$ cat src/shared/irq_bank_pkg.sv
// Purpose: shared constants and types for the interrupt flag/enable bank
// Assumes: 32-bit AXI4-Lite register bus, byte-wide registers in low lanes
// Notes: offsets are byte addresses of aligned words
package irq_bank_pkg;
  localparam int ADDR_W = 5;
  // register byte offsets
  localparam logic [4:0] OFS_EDGE = 5'h00;
  localparam logic [4:0] OFS_CTRL_A = 5'h04;
  localparam logic [4:0] OFS_CTRL_B = 5'h08;
  localparam logic [4:0] OFS_GRP_A = 5'h0C;
  localparam logic [4:0] OFS_GRP_B = 5'h10;
  // implemented-bit masks
  localparam logic [7:0] MASK_EDGE = 8'h03;
  localparam logic [7:0] MASK_CTRL_A = 8'h7F;
  localparam logic [7:0] MASK_CTRL_B = 8'hFF;
  localparam logic [7:0] MASK_GRP = 8'h33;
  // reset values
  localparam logic [7:0] RST_EDGE = 8'h00;
  localparam logic [7:0] RST_CTRL_A = 8'h00;
  localparam logic [7:0] RST_CTRL_B = 8'h00;
  localparam logic [7:0] RST_GRP = 8'h00;
  // primary control a bit positions
  localparam int BIT_TB1_FLAG = 6;
  localparam int BIT_TB0_FLAG = 5;
  localparam int BIT_EXT_FLAG = 4;
  localparam int BIT_TB1_EN = 3;
  localparam int BIT_TB0_EN = 2;
  localparam int BIT_EXT_EN = 1;
  localparam int BIT_GIE = 0;
  // primary control b bit positions
  localparam int BIT_GRP1_FLAG = 7;
  localparam int BIT_ADC_FLAG = 6;
  localparam int BIT_NVM_FLAG = 5;
  localparam int BIT_GRP0_FLAG = 4;
  localparam int BIT_GRP1_EN = 3;
  localparam int BIT_ADC_EN = 2;
  localparam int BIT_NVM_EN = 1;
  localparam int BIT_GRP0_EN = 0;
  // group register bit positions
  localparam int BIT_CMPA_FLAG = 5;
  localparam int BIT_CMPP_FLAG = 4;
  localparam int BIT_CMPA_EN = 1;
  localparam int BIT_CMPP_EN = 0;
  // edge select codes
  localparam logic [1:0] EDGE_OFF = 2'h0;
  localparam logic [1:0] EDGE_RISE = 2'h1;
  localparam logic [1:0] EDGE_FALL = 2'h2;
  localparam logic [1:0] EDGE_BOTH = 2'h3;
  // axi responses
  localparam logic [1:0] RESP_OKAY = 2'h0;
  localparam logic [1:0] RESP_SLVERR = 2'h2;
  // vector sources, index into pending vector
  typedef enum logic [2:0] {
    SRC_EXT = 3'h0,
    SRC_TB0 = 3'h1,
    SRC_TB1 = 3'h2,
    SRC_GRP0 = 3'h3,
    SRC_NVM = 3'h4,
    SRC_ADC = 3'h5,
    SRC_GRP1 = 3'h6
  } src_t;
  localparam int NUM_SRC = 7;
  // one-cycle event pulses from internal peripherals
  typedef struct packed {
    logic tb1;
    logic tb0;
    logic nvm;
    logic adc;
    logic stdCmpa;
    logic stdCmpp;
    logic perCmpa;
    logic perCmpp;
  } irq_evt_t;
endpackage

$ cat src/hw/pin_sync.sv
// Purpose: two-flop synchroniser for asynchronous pin levels
// Assumes: input may change at any time relative to sys_clk
// Notes: first stage feeds only the second stage
`default_nettype none
module pin_sync #(
  parameter int W = 1
) (
  input wire logic sys_clk, // system clock
  input wire logic arst_n, // async reset, active low
  input wire logic [W-1:0] pinIn, // raw pin level
  output logic [W-1:0] pinOut // synchronised level
);
  logic [W-1:0] meta_q;
  // two stages, metastability settles in the first
  always_ff @(posedge sys_clk or negedge arst_n) begin
    if (!arst_n) begin
      meta_q <= '0;
      pinOut <= '0;
    end else begin
      meta_q <= pinIn;
      pinOut <= meta_q;
    end
  end
endmodule
`default_nettype wire

$ cat src/hw/pin_edge_detect.sv
// Purpose: selectable edge detector for the external interrupt pin
// Assumes: input already synchronised to sys_clk
// Notes: output is a registered one-cycle pulse
`default_nettype none
module pin_edge_detect (
  input wire logic sys_clk, // system clock
  input wire logic arst_n, // async reset, active low
  input wire logic level, // synchronised pin level
  input wire logic [1:0] edgeSel, // edge select field
  output logic edgePulse // one-cycle detect pulse
);
  logic prev_q;
  logic rise;
  logic fall;
  // previous level, reset low so a pin high at release looks like a rise
  always_ff @(posedge sys_clk or negedge arst_n) begin
    if (!arst_n) begin
      prev_q <= 1'b0;
    end else begin
      prev_q <= level;
    end
  end
  assign rise = level & ~prev_q;
  assign fall = ~level & prev_q;
  // edge type chosen by the select field, 00 turns it off
  always_ff @(posedge sys_clk or negedge arst_n) begin
    if (!arst_n) begin
      edgePulse <= 1'b0;
    end else begin
      unique case (edgeSel)
        irq_bank_pkg::EDGE_OFF: edgePulse <= 1'b0; // RL1
        irq_bank_pkg::EDGE_RISE: edgePulse <= rise; // RL1
        irq_bank_pkg::EDGE_FALL: edgePulse <= fall; // RL1
        irq_bank_pkg::EDGE_BOTH: edgePulse <= rise | fall; // RL1
      endcase
    end
  end
endmodule
`default_nettype wire

$ cat src/hw/irq_flag_enable_bank.sv
// Purpose: interrupt request flag and enable register bank
// Assumes: AXI4-Lite slave, one write and one read in flight at most
// Notes: internal event inputs are same-clock one-cycle pulses
`default_nettype none
// Operation
// RL1: edge field 00 off, 01 rising, 10 falling, 11 both edges.
// RL2: edge config bits 7 to 2 read as zero.
// RL3: control a bit 7 reads as zero.
// RL4: control a bit 6 is time base 1 request flag.
// RL5: control a bit 5 is time base 0 request flag.
// RL6: control a bit 4 is external pin request flag.
// RL7: control a bit 3 enables time base 1.
// RL8: control a bit 2 enables time base 0.
// RL9: control a bit 1 enables the external pin source.
// RL10: control b bit 7 is group 1 request flag.
// RL11: control b bit 6 is conversion-done request flag.
// RL12: control b bit 5 is data memory request flag.
// RL13: control b bit 4 is group 0 request flag.
// RL14: control b bit 3 enables group 1.
// RL15: control b bit 2 enables the converter source.
// RL16: control b bit 1 enables the data memory source.
// RL17: control b bit 0 enables group 0.
// RL18: flags are software writable; software clears conversion flag before enabling.
// RL19: group registers hold cmpA/cmpP flags in 5/4, enables in 1/0.
// RL20: requests come from pin, timers, time bases, data memory, converter.
// RL21: interrupt needs flag, own enable and global enable all set.
// RL22: taking an interrupt clears global enable; flags keep latching.
// RL23: a group flag sets when any member flag becomes set.
// RL24: pin flag sets on the selected transition of the pin.
// RL25: all implemented bits reset to zero.
module irq_flag_enable_bank (
  input wire logic sys_clk, // system clock
  input wire logic arst_n, // async reset, active low
  // axi4-lite write address
  input wire logic [irq_bank_pkg::ADDR_W-1:0] awaddr, // write address
  input wire logic awvalid, // write address valid
  output logic awready, // write address ready
  // axi4-lite write data
  input wire logic [31:0] wdata, // write data
  input wire logic [3:0] wstrb, // byte strobes
  input wire logic wvalid, // write data valid
  output logic wready, // write data ready
  // axi4-lite write response
  output logic [1:0] bresp, // write response
  output logic bvalid, // response valid
  input wire logic bready, // response ready
  // axi4-lite read address
  input wire logic [irq_bank_pkg::ADDR_W-1:0] araddr, // read address
  input wire logic arvalid, // read address valid
  output logic arready, // read address ready
  // axi4-lite read data
  output logic [31:0] rdata, // read data
  output logic [1:0] rresp, // read response
  output logic rvalid, // read data valid
  input wire logic rready, // read data ready
  // sources
  input wire logic extPin, // external interrupt pin, async
  input wire irq_bank_pkg::irq_evt_t evt, // internal event pulses
  // core side
  input wire logic ackValid, // core takes an interrupt, pulse
  input wire irq_bank_pkg::src_t ackSrc, // vector being taken
  output logic irqReq, // any enabled request pending
  output logic [irq_bank_pkg::NUM_SRC-1:0] pendVec // enabled pending per vector
);
  // register state
  logic [7:0] edge_q;
  logic [7:0] ctrlA_q;
  logic [7:0] ctrlB_q;
  logic [7:0] grpA_q;
  logic [7:0] grpB_q;
  logic [7:0] edge_d;
  logic [7:0] ctrlA_d;
  logic [7:0] ctrlB_d;
  logic [7:0] grpA_d;
  logic [7:0] grpB_d;
  // bus state
  logic awHave_q;
  logic wHave_q;
  logic [irq_bank_pkg::ADDR_W-1:0] wAddr_q;
  logic [7:0] wByte_q;
  logic wLane_q;
  logic wrFire;
  logic arFire;
  logic awHave_d;
  logic wHave_d;
  logic bvalid_d;
  logic rvalid_d;
  // pin path
  logic pinLvl;
  logic pinEdge;
  // event decode
  logic [7:0] wrByte;
  logic [7:0] setA;
  logic [7:0] setB;
  logic [7:0] setGA;
  logic [7:0] setGB;
  logic [7:0] clrA;
  logic [7:0] clrB;
  localparam int NUM_SRC_L = irq_bank_pkg::NUM_SRC;
  logic [NUM_SRC_L-1:0] pend;


  // pin passes two flops before any logic sees it
  pin_sync #(
    .W(1)
  ) u_sync (
    .sys_clk(sys_clk),
    .arst_n(arst_n),
    .pinIn(extPin),
    .pinOut(pinLvl)
  );

  pin_edge_detect u_edge (
    .sys_clk(sys_clk),
    .arst_n(arst_n),
    .level(pinLvl),
    .edgeSel(edge_q[1:0]),
    .edgePulse(pinEdge)
  );

  // byte write helper, only lane 0 carries a register
  function automatic logic [7:0] wrReg(
    input logic [7:0] old,
    input logic hit,
    input logic [7:0] mask
  );
    wrReg = (hit ? wrByte : old) & mask;
  endfunction

  // address hit test for the pending write
  function automatic logic hitAt(input logic [4:0] ofs);
    hitAt = wrFire && wLane_q && (wAddr_q == ofs);
  endfunction

  // is this offset mapped
  function automatic logic mapped(input logic [4:0] a);
    mapped = (a == irq_bank_pkg::OFS_EDGE) || (a == irq_bank_pkg::OFS_CTRL_A) ||
      (a == irq_bank_pkg::OFS_CTRL_B) || (a == irq_bank_pkg::OFS_GRP_A) ||
      (a == irq_bank_pkg::OFS_GRP_B);
  endfunction

  assign wrByte = wByte_q;
  // write commits once both halves are held and no response is waiting
  assign wrFire = awHave_q && wHave_q && !bvalid;
  assign arFire = arvalid && arready;

  // hardware sets from peripherals; timers land in group registers
  always_comb begin
    setGA = 8'h00;
    setGB = 8'h00;
    setGA[irq_bank_pkg::BIT_CMPA_FLAG] = evt.stdCmpa; // RL19 RL20
    setGA[irq_bank_pkg::BIT_CMPP_FLAG] = evt.stdCmpp; // RL19 RL20
    setGB[irq_bank_pkg::BIT_CMPA_FLAG] = evt.perCmpa; // RL19 RL20
    setGB[irq_bank_pkg::BIT_CMPP_FLAG] = evt.perCmpp; // RL19 RL20
  end

  // member flags: write first, hardware set wins over a clear
  // a process, not assigns, so bus state read inside the helpers wakes it
  always_comb begin
    grpA_d = wrReg(grpA_q, hitAt(irq_bank_pkg::OFS_GRP_A), irq_bank_pkg::MASK_GRP)
      | setGA; // RL18 RL19
    grpB_d = wrReg(grpB_q, hitAt(irq_bank_pkg::OFS_GRP_B), irq_bank_pkg::MASK_GRP)
      | setGB; // RL18 RL19
  end

  // primary sets, including group flags raised by a member becoming set
  always_comb begin
    setA = 8'h00;
    setB = 8'h00;
    setA[irq_bank_pkg::BIT_TB1_FLAG] = evt.tb1; // RL4 RL20
    setA[irq_bank_pkg::BIT_TB0_FLAG] = evt.tb0; // RL5 RL20
    setA[irq_bank_pkg::BIT_EXT_FLAG] = pinEdge; // RL6 RL24
    setB[irq_bank_pkg::BIT_ADC_FLAG] = evt.adc; // RL11 RL20
    setB[irq_bank_pkg::BIT_NVM_FLAG] = evt.nvm; // RL12 RL20
    setB[irq_bank_pkg::BIT_GRP0_FLAG] = |((grpA_d & ~grpA_q) & 8'h30); // RL13 RL23
    setB[irq_bank_pkg::BIT_GRP1_FLAG] = |((grpB_d & ~grpB_q) & 8'h30); // RL10 RL23
  end

  // taking a vector drops global enable and that vector's own flag
  always_comb begin
    clrA = 8'h00;
    clrB = 8'h00;
    if (ackValid) begin
      clrA[irq_bank_pkg::BIT_GIE] = 1'b1; // RL22
      unique case (ackSrc)
        irq_bank_pkg::SRC_EXT: clrA[irq_bank_pkg::BIT_EXT_FLAG] = 1'b1;
        irq_bank_pkg::SRC_TB0: clrA[irq_bank_pkg::BIT_TB0_FLAG] = 1'b1;
        irq_bank_pkg::SRC_TB1: clrA[irq_bank_pkg::BIT_TB1_FLAG] = 1'b1;
        irq_bank_pkg::SRC_GRP0: clrB[irq_bank_pkg::BIT_GRP0_FLAG] = 1'b1;
        irq_bank_pkg::SRC_NVM: clrB[irq_bank_pkg::BIT_NVM_FLAG] = 1'b1;
        irq_bank_pkg::SRC_ADC: clrB[irq_bank_pkg::BIT_ADC_FLAG] = 1'b1;
        irq_bank_pkg::SRC_GRP1: clrB[irq_bank_pkg::BIT_GRP1_FLAG] = 1'b1;
        default: clrB = 8'h00;
      endcase
    end
  end

  // write, then ack clear, then set; a new event is never lost
  always_comb begin
    edge_d = wrReg(edge_q, hitAt(irq_bank_pkg::OFS_EDGE), irq_bank_pkg::MASK_EDGE); // RL2
    ctrlA_d = ((wrReg(ctrlA_q, hitAt(irq_bank_pkg::OFS_CTRL_A),
      irq_bank_pkg::MASK_CTRL_A) & ~clrA) | setA) & irq_bank_pkg::MASK_CTRL_A; // RL3 RL18
    ctrlB_d = ((wrReg(ctrlB_q, hitAt(irq_bank_pkg::OFS_CTRL_B),
      irq_bank_pkg::MASK_CTRL_B) & ~clrB) | setB); // RL18
  end

  // register bank; everything implemented starts at zero
  always_ff @(posedge sys_clk or negedge arst_n) begin
    if (!arst_n) begin
      edge_q <= irq_bank_pkg::RST_EDGE; // RL25
      ctrlA_q <= irq_bank_pkg::RST_CTRL_A; // RL25
      ctrlB_q <= irq_bank_pkg::RST_CTRL_B; // RL25
      grpA_q <= irq_bank_pkg::RST_GRP; // RL25
      grpB_q <= irq_bank_pkg::RST_GRP; // RL25
    end else begin
      edge_q <= edge_d;
      ctrlA_q <= ctrlA_d;
      ctrlB_q <= ctrlB_d;
      grpA_q <= grpA_d;
      grpB_q <= grpB_d;
    end
  end

  // per-vector gating by own enable and global enable
  always_comb begin
    pend = '0;
    if (ctrlA_q[irq_bank_pkg::BIT_GIE]) begin // RL21
      pend[irq_bank_pkg::SRC_EXT] = ctrlA_q[irq_bank_pkg::BIT_EXT_FLAG] &
        ctrlA_q[irq_bank_pkg::BIT_EXT_EN]; // RL9 RL21
      pend[irq_bank_pkg::SRC_TB0] = ctrlA_q[irq_bank_pkg::BIT_TB0_FLAG] &
        ctrlA_q[irq_bank_pkg::BIT_TB0_EN]; // RL8 RL21
      pend[irq_bank_pkg::SRC_TB1] = ctrlA_q[irq_bank_pkg::BIT_TB1_FLAG] &
        ctrlA_q[irq_bank_pkg::BIT_TB1_EN]; // RL7 RL21
      pend[irq_bank_pkg::SRC_GRP0] = ctrlB_q[irq_bank_pkg::BIT_GRP0_FLAG] &
        ctrlB_q[irq_bank_pkg::BIT_GRP0_EN]; // RL17 RL21
      pend[irq_bank_pkg::SRC_NVM] = ctrlB_q[irq_bank_pkg::BIT_NVM_FLAG] &
        ctrlB_q[irq_bank_pkg::BIT_NVM_EN]; // RL16 RL21
      pend[irq_bank_pkg::SRC_ADC] = ctrlB_q[irq_bank_pkg::BIT_ADC_FLAG] &
        ctrlB_q[irq_bank_pkg::BIT_ADC_EN]; // RL15 RL21
      pend[irq_bank_pkg::SRC_GRP1] = ctrlB_q[irq_bank_pkg::BIT_GRP1_FLAG] &
        ctrlB_q[irq_bank_pkg::BIT_GRP1_EN]; // RL14 RL21
    end
  end

  // request outputs registered, one cycle behind the flags
  always_ff @(posedge sys_clk or negedge arst_n) begin
    if (!arst_n) begin
      irqReq <= 1'b0;
      pendVec <= '0;
    end else begin
      irqReq <= |pend; // RL21
      pendVec <= pend;
    end
  end

  // write channel holding; address and data may come in either order
  assign awHave_d = wrFire ? 1'b0 : (awHave_q | (awvalid & awready));
  assign wHave_d = wrFire ? 1'b0 : (wHave_q | (wvalid & wready));
  assign bvalid_d = wrFire ? 1'b1 : (bvalid & ~bready);

  always_ff @(posedge sys_clk or negedge arst_n) begin
    if (!arst_n) begin
      awHave_q <= 1'b0;
      wHave_q <= 1'b0;
      awready <= 1'b0;
      wready <= 1'b0;
      bvalid <= 1'b0;
    end else begin
      awHave_q <= awHave_d;
      wHave_q <= wHave_d;
      // ready drops as soon as a half is held, so payload is stored once
      awready <= ~awHave_d & ~bvalid_d & ~wrFire;
      wready <= ~wHave_d & ~bvalid_d & ~wrFire;
      bvalid <= bvalid_d;
    end
  end

  // capture write payload on its own handshake
  always_ff @(posedge sys_clk or negedge arst_n) begin
    if (!arst_n) begin
      wAddr_q <= '0;
      wByte_q <= 8'h00;
      wLane_q <= 1'b0;
      bresp <= irq_bank_pkg::RESP_OKAY;
    end else begin
      if (awvalid && awready) begin
        wAddr_q <= awaddr;
      end
      if (wvalid && wready) begin
        wByte_q <= wdata[7:0];
        wLane_q <= wstrb[0];
      end
      if (wrFire) begin
        bresp <= mapped(wAddr_q) ? irq_bank_pkg::RESP_OKAY : irq_bank_pkg::RESP_SLVERR;
      end
    end
  end

  // read channel: answer one cycle after the address is taken
  assign rvalid_d = arFire ? 1'b1 : (rvalid & ~rready);

  always_ff @(posedge sys_clk or negedge arst_n) begin
    if (!arst_n) begin
      arready <= 1'b0;
      rvalid <= 1'b0;
    end else begin
      arready <= ~rvalid_d;
      rvalid <= rvalid_d;
    end
  end

  // read mux; unimplemented bits are zero in storage already
  always_ff @(posedge sys_clk or negedge arst_n) begin
    if (!arst_n) begin
      rdata <= 32'h0000_0000;
      rresp <= irq_bank_pkg::RESP_OKAY;
    end else if (arFire) begin
      rresp <= mapped(araddr) ? irq_bank_pkg::RESP_OKAY : irq_bank_pkg::RESP_SLVERR;
      unique case (araddr)
        irq_bank_pkg::OFS_EDGE: rdata <= {24'h000000, edge_q}; // RL1 RL2
        irq_bank_pkg::OFS_CTRL_A: rdata <= {24'h000000, ctrlA_q}; // RL3
        irq_bank_pkg::OFS_CTRL_B: rdata <= {24'h000000, ctrlB_q};
        irq_bank_pkg::OFS_GRP_A: rdata <= {24'h000000, grpA_q}; // RL19
        irq_bank_pkg::OFS_GRP_B: rdata <= {24'h000000, grpB_q}; // RL19
        default: rdata <= 32'h0000_0000;
      endcase
    end
  end
endmodule
`default_nettype wire

$ cat config.mk
export PLATFORM = sky130hd
export DESIGN_NAME = irq_flag_enable_bank
export DESIGN_NICKNAME = d
export VERILOG_FILES = /design/src/shared/irq_bank_pkg.sv /design/src/hw/pin_sync.sv /design/src/hw/pin_edge_detect.sv /design/src/hw/irq_flag_enable_bank.sv
export SDC_FILE = /design/constraint.sdc
export NUM_CORES = 1
export LEC_CHECK = 0
export BUFFER_PORTS_ARGS = -buffer_cell sky130_fd_sc_hd__buf_2
export CAP_MARGIN = 20
export CORE_MARGIN = 3
export CORE_UTILIZATION = 55
export CTS_BUF_LIST = sky130_fd_sc_hd__clkbuf_8
export DETAILED_ROUTE_END_ITERATION = 7
export PLACE_DENSITY_LB_ADDON = 0.15
export SLEW_MARGIN = 5
export SYNTH_ARGS = -nofsm -noshare
export SYNTH_HDL_FRONTEND = slang
export SYNTH_SLANG_ARGS = --single-unit
$ cat constraint.sdc
create_clock -name sys_clk -period 4.9 [get_ports sys_clk]
set_input_delay 0.49 -clock sys_clk [delete_from_list [all_inputs] [get_ports sys_clk]]
set_output_delay 0.49 -clock sys_clk [all_outputs]
set_load 0.02 [all_outputs]
# ---- Word level (Yosys, flattened, before mapping)
# Cells that the tools add are included.
dict set report word_totals {
  register_bits 98
}
dict set report classes {
  n_eq_ne 17
  n_mux 23
  bitwise_logic 41
  n_reduce_logical 27
}
# operator count
set op_table {}
lappend op_table {{one-hot mux 8 bit (5 select lines)} 1}
lappend op_table {{== test 5 x 4 -> 1 bit, second input constant} 4}
lappend op_table {{AND 1 bit} 17}
lappend op_table {{two-way mux 8 bit} 2}
lappend op_table {{two-way mux 7 bit} 2}
lappend op_table {{AND 6 bit} 2}
lappend op_table {{two-way mux 1 bit} 12}
lappend op_table {{two-way mux 6 bit} 2}
lappend op_table {{inverter 6 bit} 2}
lappend op_table {{OR 6 bit} 2}
lappend op_table {{logical AND 1 bit} 11}
lappend op_table {{== test 5 x 3 -> 1 bit, second input constant} 2}
lappend op_table {{== test 5 bit, second input constant} 2}
lappend op_table {{logical NOT 5 bit} 2}
lappend op_table {{== test 3 bit, second input constant} 3}
lappend op_table {{inverter 1 bit} 9}
lappend op_table {{AND 8 bit} 1}
lappend op_table {{logical OR 1 bit} 8}
lappend op_table {{inverter 8 bit} 1}
lappend op_table {{OR 8 bit} 1}
lappend op_table {{AND 7 bit} 1}
lappend op_table {{inverter 7 bit} 1}
lappend op_table {{OR 7 bit} 1}
lappend op_table {{OR reduction 7 bit} 1}
lappend op_table {{other kinds (12)} 18}

# ---- Longest topological paths before layout
dict set report logic_depth {
  word_depth 9
  ltp_mapped 6
  depth_no_buf 6
}

# ---- Modules after synthesis
# Synthesis repeated with hierarchy kept, for this count alone.
dict set report hier_totals {
  hier_cells 274
  area_unflattened_um2 3128.0
}
# module instances cells_each area_per_inst_um2
set by_module_without_submodules {}
lappend by_module_without_submodules {irq_flag_enable_bank 1 261 2969.1}
lappend by_module_without_submodules {pin_edge_detect 1 11 108.9}
lappend by_module_without_submodules {pin_sync 1 2 50.0}

# ---- Worst setup path before layout
# OpenSTA, ideal clock, no wires.
dict set report synth_timing {
  path_type {reg2reg}
  from {register bvalid}
  to {register ctrlA_q[1]}
  setup_ns 0.125
  arrival_time_ns 1.500
  t_required_ns 4.775
  setup_slack_ns 3.275
  stages_incl_launch_ff 5
  period_less_slack_ns 1.625
  cell_sequence {dfrtp_1 and3b_1 buf_2 nand4_2 mux2_2}
}
dict set report synth_between {
  elab_chain_len 7
}
# item line_no
set synth_lines {}
lappend synth_lines {{start, declared} irq_flag_enable_bank.sv:45} ;# output logic bvalid,
lappend synth_lines {{start signal, assigned} irq_flag_enable_bank.sv:274} ;# bvalid <= bvalid_d;
lappend synth_lines {{logical NOT 1 bit} irq_flag_enable_bank.sv:144} ;# assign wrFire = awHave_q && wHave_q && !bvalid;
lappend synth_lines {{logical AND 1 bit} irq_flag_enable_bank.sv:144}
lappend synth_lines {{logical AND 1 bit (2 in a row)} irq_flag_enable_bank.sv:132} ;# hitAt = wrFire && wLane_q && (wAddr_q == ofs);
lappend synth_lines {{two-way mux 7 bit} irq_flag_enable_bank.sv:127} ;# wrReg = (hit ? wrByte : old) & mask;
lappend synth_lines {{AND 7 bit} irq_flag_enable_bank.sv:202} ;# irq_bank_pkg::MASK_CTRL_A) & ~clrA) | setA) & irq_bank_pkg::MASK_CTRL_A;
lappend synth_lines {{OR 7 bit} irq_flag_enable_bank.sv:202}
lappend synth_lines {{end signal, assigned} irq_flag_enable_bank.sv:211} ;# ctrlA_q <= irq_bank_pkg::RST_CTRL_A;
lappend synth_lines {{end signal, assigned} irq_flag_enable_bank.sv:217} ;# ctrlA_q <= ctrlA_d;
lappend synth_lines {{end, declared} irq_flag_enable_bank.sv:67} ;# logic [7:0] ctrlA_q;
# Every way passes these cells.
# A chain may end at the register's enable or synchronous reset.

# ---- Worst setup path after layout
dict set report layout_timing {
  from {register bvalid}
  to {register ctrlB_q[7]}
}
dict set report layout_between {
  elab_chain_len 9
  elab_cells_between_ends 12
  classes_between {2 x mux; 4 x bitwise; 6 x reduce/logical}
}
# item line_no
set layout_lines {}
lappend layout_lines {{logical NOT 1 bit *} irq_flag_enable_bank.sv:144}
lappend layout_lines {{logical AND 1 bit *} irq_flag_enable_bank.sv:144}
lappend layout_lines {{logical AND 1 bit *} irq_flag_enable_bank.sv:132}
lappend layout_lines {{logical AND 1 bit} irq_flag_enable_bank.sv:132}
lappend layout_lines {{two-way mux 6 bit} irq_flag_enable_bank.sv:127}
lappend layout_lines {{OR 6 bit} irq_flag_enable_bank.sv:163} ;# | setGB;
lappend layout_lines {{AND 6 bit} irq_flag_enable_bank.sv:176} ;# setB[irq_bank_pkg::BIT_GRP1_FLAG] = |((grpB_d & ~grpB_q) & 8'h30);
lappend layout_lines {{OR reduction 2 bit} irq_flag_enable_bank.sv:176}
lappend layout_lines {{OR 8 bit *} irq_flag_enable_bank.sv:204} ;# irq_bank_pkg::MASK_CTRL_B) & ~clrB) | setB);
lappend layout_lines {{via ctrlB_d[7]} irq_flag_enable_bank.sv:73} ;# logic [7:0] ctrlB_d;
lappend layout_lines {{end signal, assigned} irq_flag_enable_bank.sv:212} ;# ctrlB_q <= irq_bank_pkg::RST_CTRL_B;
lappend layout_lines {{end signal, assigned} irq_flag_enable_bank.sv:218} ;# ctrlB_q <= ctrlB_d;
lappend layout_lines {{end, declared} irq_flag_enable_bank.sv:68} ;# logic [7:0] ctrlB_q;
# The timed path passes the listed nets; every way through them passes the cells marked *.

==> impl_metrics.env <==
export IMPL_crit_chain="and3b_1 > nand4b_4 > and3_1 > or3_1"
export IMPL_grt_overflow=0
export IMPL_peakVddDrop_uv=391
export IMPL_synthesis_area_um2=3120
export IMPL_grt_start_max_net_pins=69
export IMPL_dpl_cell_area_um2=3410
export IMPL_required_ns=5.12
export IMPL_ctsLongestPathBuffers=2
export IMPL_die_area_um2=6620
export IMPL_dr_pass1_iters=4
export IMPL_setup_tns_ns=0
export IMPL_postRouteAntennaNets=0
export IMPL_yosys_most_used_dff="dfrtp_1"
export IMPL_netlist_cell_type_count=36
export IMPL_design_core_area_um2=5300
export IMPL_place_inst=395
export IMPL_skew_ns=0.00594
export IMPL_relSlewSlack=0.449
export IMPL_r2r_start="bvalid$_DFF_PN0_"
export IMPL_cp_arrival_ns=2.11
export IMPL_drv_slew=0
export IMPL_fp_dieW_um=81.4
export IMPL_cts_hold_buf=0
export IMPL_syn_area_per_cell_um2=11.7
export IMPL_numPortBuffers=61
export IMPL_clk_pin_slew_ns=0.07
export IMPL_post_route_util=0.686
export IMPL_clk_insertion_delay_late_ns=0.35
export IMPL_finalInstanceArea_um2=3640
export IMPL_die_h_um=81.4
export IMPL_synth_edf_count=0
export IMPL_diodes=0
export IMPL_crit_path_end_kind="flip-flop"
export IMPL_startpoint="bvalid$_DFF_PN0_"
export IMPL_area_delta_synth_final_pct=16.4
export IMPL_drc=0
export IMPL_status="finished clean"
export IMPL_viasPerCell=5.17
export IMPL_critPathKind="reg -> reg"
export IMPL_final_nets=404
export IMPL_leakage_nw=1.94
export IMPL_finalCriticalPeriod_ns=1.88
export IMPL_wire_per_inst_um=14.9
export IMPL_dp_hpwl_um=4550
export IMPL_htreeDepth=3
export IMPL_pwr_density_cell_nw_per_um2=459
export IMPL_final_cells=411
export IMPL_cts_setup_buffers=0
export IMPL_synth_async_reset_ratio=1.00
export IMPL_num_vias=2123
export IMPL_ys_ff_latch=68
export IMPL_grt_pass1_vias=1993
export IMPL_cp_slowest_cell="and3b_1"
export IMPL_drt_total_wl_um=6140
export IMPL_tightest_slew_ns=0.827
export IMPL_start_util=0.589
export IMPL_drt_iter0_markers=85
export IMPL_cts_tree="done"
export IMPL_fmax_ghz=0.532
export IMPL_maxCapViolations=0
export IMPL_cts_made_buffers=9
export IMPL_cts_sinks=68
export IMPL_min_path_type="in -> reg"
export IMPL_cts_root_buf="clkbuf_8"
export IMPL_min_delay_start="extPin"
export IMPL_grt_pass1_wl_um=9740
export IMPL_place_gp_congestion=0.849
export IMPL_drive_gt1_frac=0.328
export IMPL_rsz0062_at_grt="false"
export IMPL_path_max_fanout=12
export IMPL_netlist_instances=267
export IMPL_cpPeakStageDelay_ns=0.50
export IMPL_post_cts_resized=0
export IMPL_antenna_found_initial=0
export IMPL_cp_start_kind="flip-flop"
export IMPL_seq_area_frac_synth=0.545
export IMPL_hold_violations=0
export IMPL_yosysWarningCount=0
export IMPL_setup_viol=0
export IMPL_io_pins=115
export IMPL_fin_crit_sh=0.384
export IMPL_num_rows=26
export IMPL_globalRouteTotalUtil=0.201
[path summary, 6_finish.rpt]
path                                      endpoint  cells after the start  slack [ns]
setup / recovery              ctrlB_q[7]$_DFF_PN0_                      4        3.02
hold / removal             u_sync.meta_q$_DFF_PN0_                      1        0.25
setup reg to reg              ctrlB_q[7]$_DFF_PN0_                      4        3.02
hold reg to reg            u_sync.pinOut$_DFF_PN0_                      0        0.36
max in group asynchronous        awready$_DFF_PN0_                      2        4.04
min in group asynchronous         rvalid$_DFF_PN0_                      2        0.32
[Yosys cell counts, drive strengths merged, types with 2 or more instances]
cell / instances / area, um^2
o21bai: 5 / 37.5
dfrtp: 68 / 1700
mux2i: 8 / 80.1
nand4b: 2 / 32.5
inv: 11 / 41.3
nand2b: 2 / 12.5
nor2b: 5 / 31.3
and2: 2 / 12.5
mux2: 31 / 349
o221ai: 2 / 17.5
a22oi: 15 / 113
ha: 2 / 25.0
nand2: 17 / 63.8
a211o: 4 / 35.0
and3b: 2 / 17.5
nand4: 5 / 37.5
a21oi: 2 / 10.0
buf: 28 / 205
or2: 2 / 12.5
nor3: 4 / 20.0
nor2: 16 / 60.1
and3: 9 / 56.3
nand3: 2 / 10.0
o21ai: 13 / 65.1
nor3b: 3 / 33.8
[worst max-delay path: cells and delay by family (launching register included)]
kind             cells  cell delay (ns)
and+or+nand+nor      4             1.39
DFF                  1             0.38
[cell families (layout without fill, tap and decap cells)]
logic type / after synthesis / in the layout / synth area share
AND/OR/NAND/NOR: 74 / 74 / 0.135
AO/OA/AOI/OAI: 43 / 43 / 0.0934
buffers and inverters: 40 / 89 / 0.0801
multiplexers: 39 / 39 / 0.137
adder cells (fa/ha/maj): 2 / 2 / 0.00801
flip-flops: 68 / 68 / 0.545
other: 1 / 26 / 0.00120
[where the power goes]
| part | internal [mW] | total (mW) | switching, mW | leakage [nW] |
|---|---|---|---|---|
| Sequential | 0.685 | 0.807 | 0.122 | 0.844 |
| Combinational | 0.167 | 0.344 | 0.178 | 0.969 |
| Clock | 0.312 | 0.517 | 0.206 | 0.122 |
[flip-flops by register name, indices dropped and copies added, names as in the netlist, 5 cells and up, named ones only]
signal and cells:
wAddr_q 5, wByte_q 8, pendVec 7, rdata 8, ctrlA_q 7, ctrlB_q 8
[routing by layer]
metal  wire [um]  share of wire  track usage
met1        2700           0.44        0.260
met2        2920           0.48        0.312
met3         433          0.071       0.0643
met4          77          0.013       0.0861
met5           0              0            0
[area by class of cell]
cell class,instances,area (um^2)
Clock buffer,11,151
Clock inverter,5,76.3
Fill cell,397,1670
Inverter,11,41.3
Multi-Input combinational cell,184,1260
Sequential cell,68,1700
Tap cell,70,87.6
Timing Repair Buffer,62,313
[cells in the final DEF, fill, tap and decap left out, types with 5 or more instances in the layout]
master,count
a22oi_1,15
and3_1,9
buf_2,61
clkbuf_8,11
conb_1,26
dfrtp_1,68
inv_1,13
mux2_2,31
mux2i_1,8
nand2_1,17
nor2_1,16
nor2b_1,5
o21ai_0,13
o21bai_1,5
[stage by stage]
step                hold WS, ns  setup WS, ns  power [mW]
global placement          0.342          3.05        1.15
global route              0.232          2.86        1.77
floorplan                 0.194          3.27        1.06
finish                    0.247          3.02        1.67
detailed placement        0.336          3.00        1.17
CTS                       0.236          2.99        1.68
Note: power is estimated with default switching activity, not from simulation.
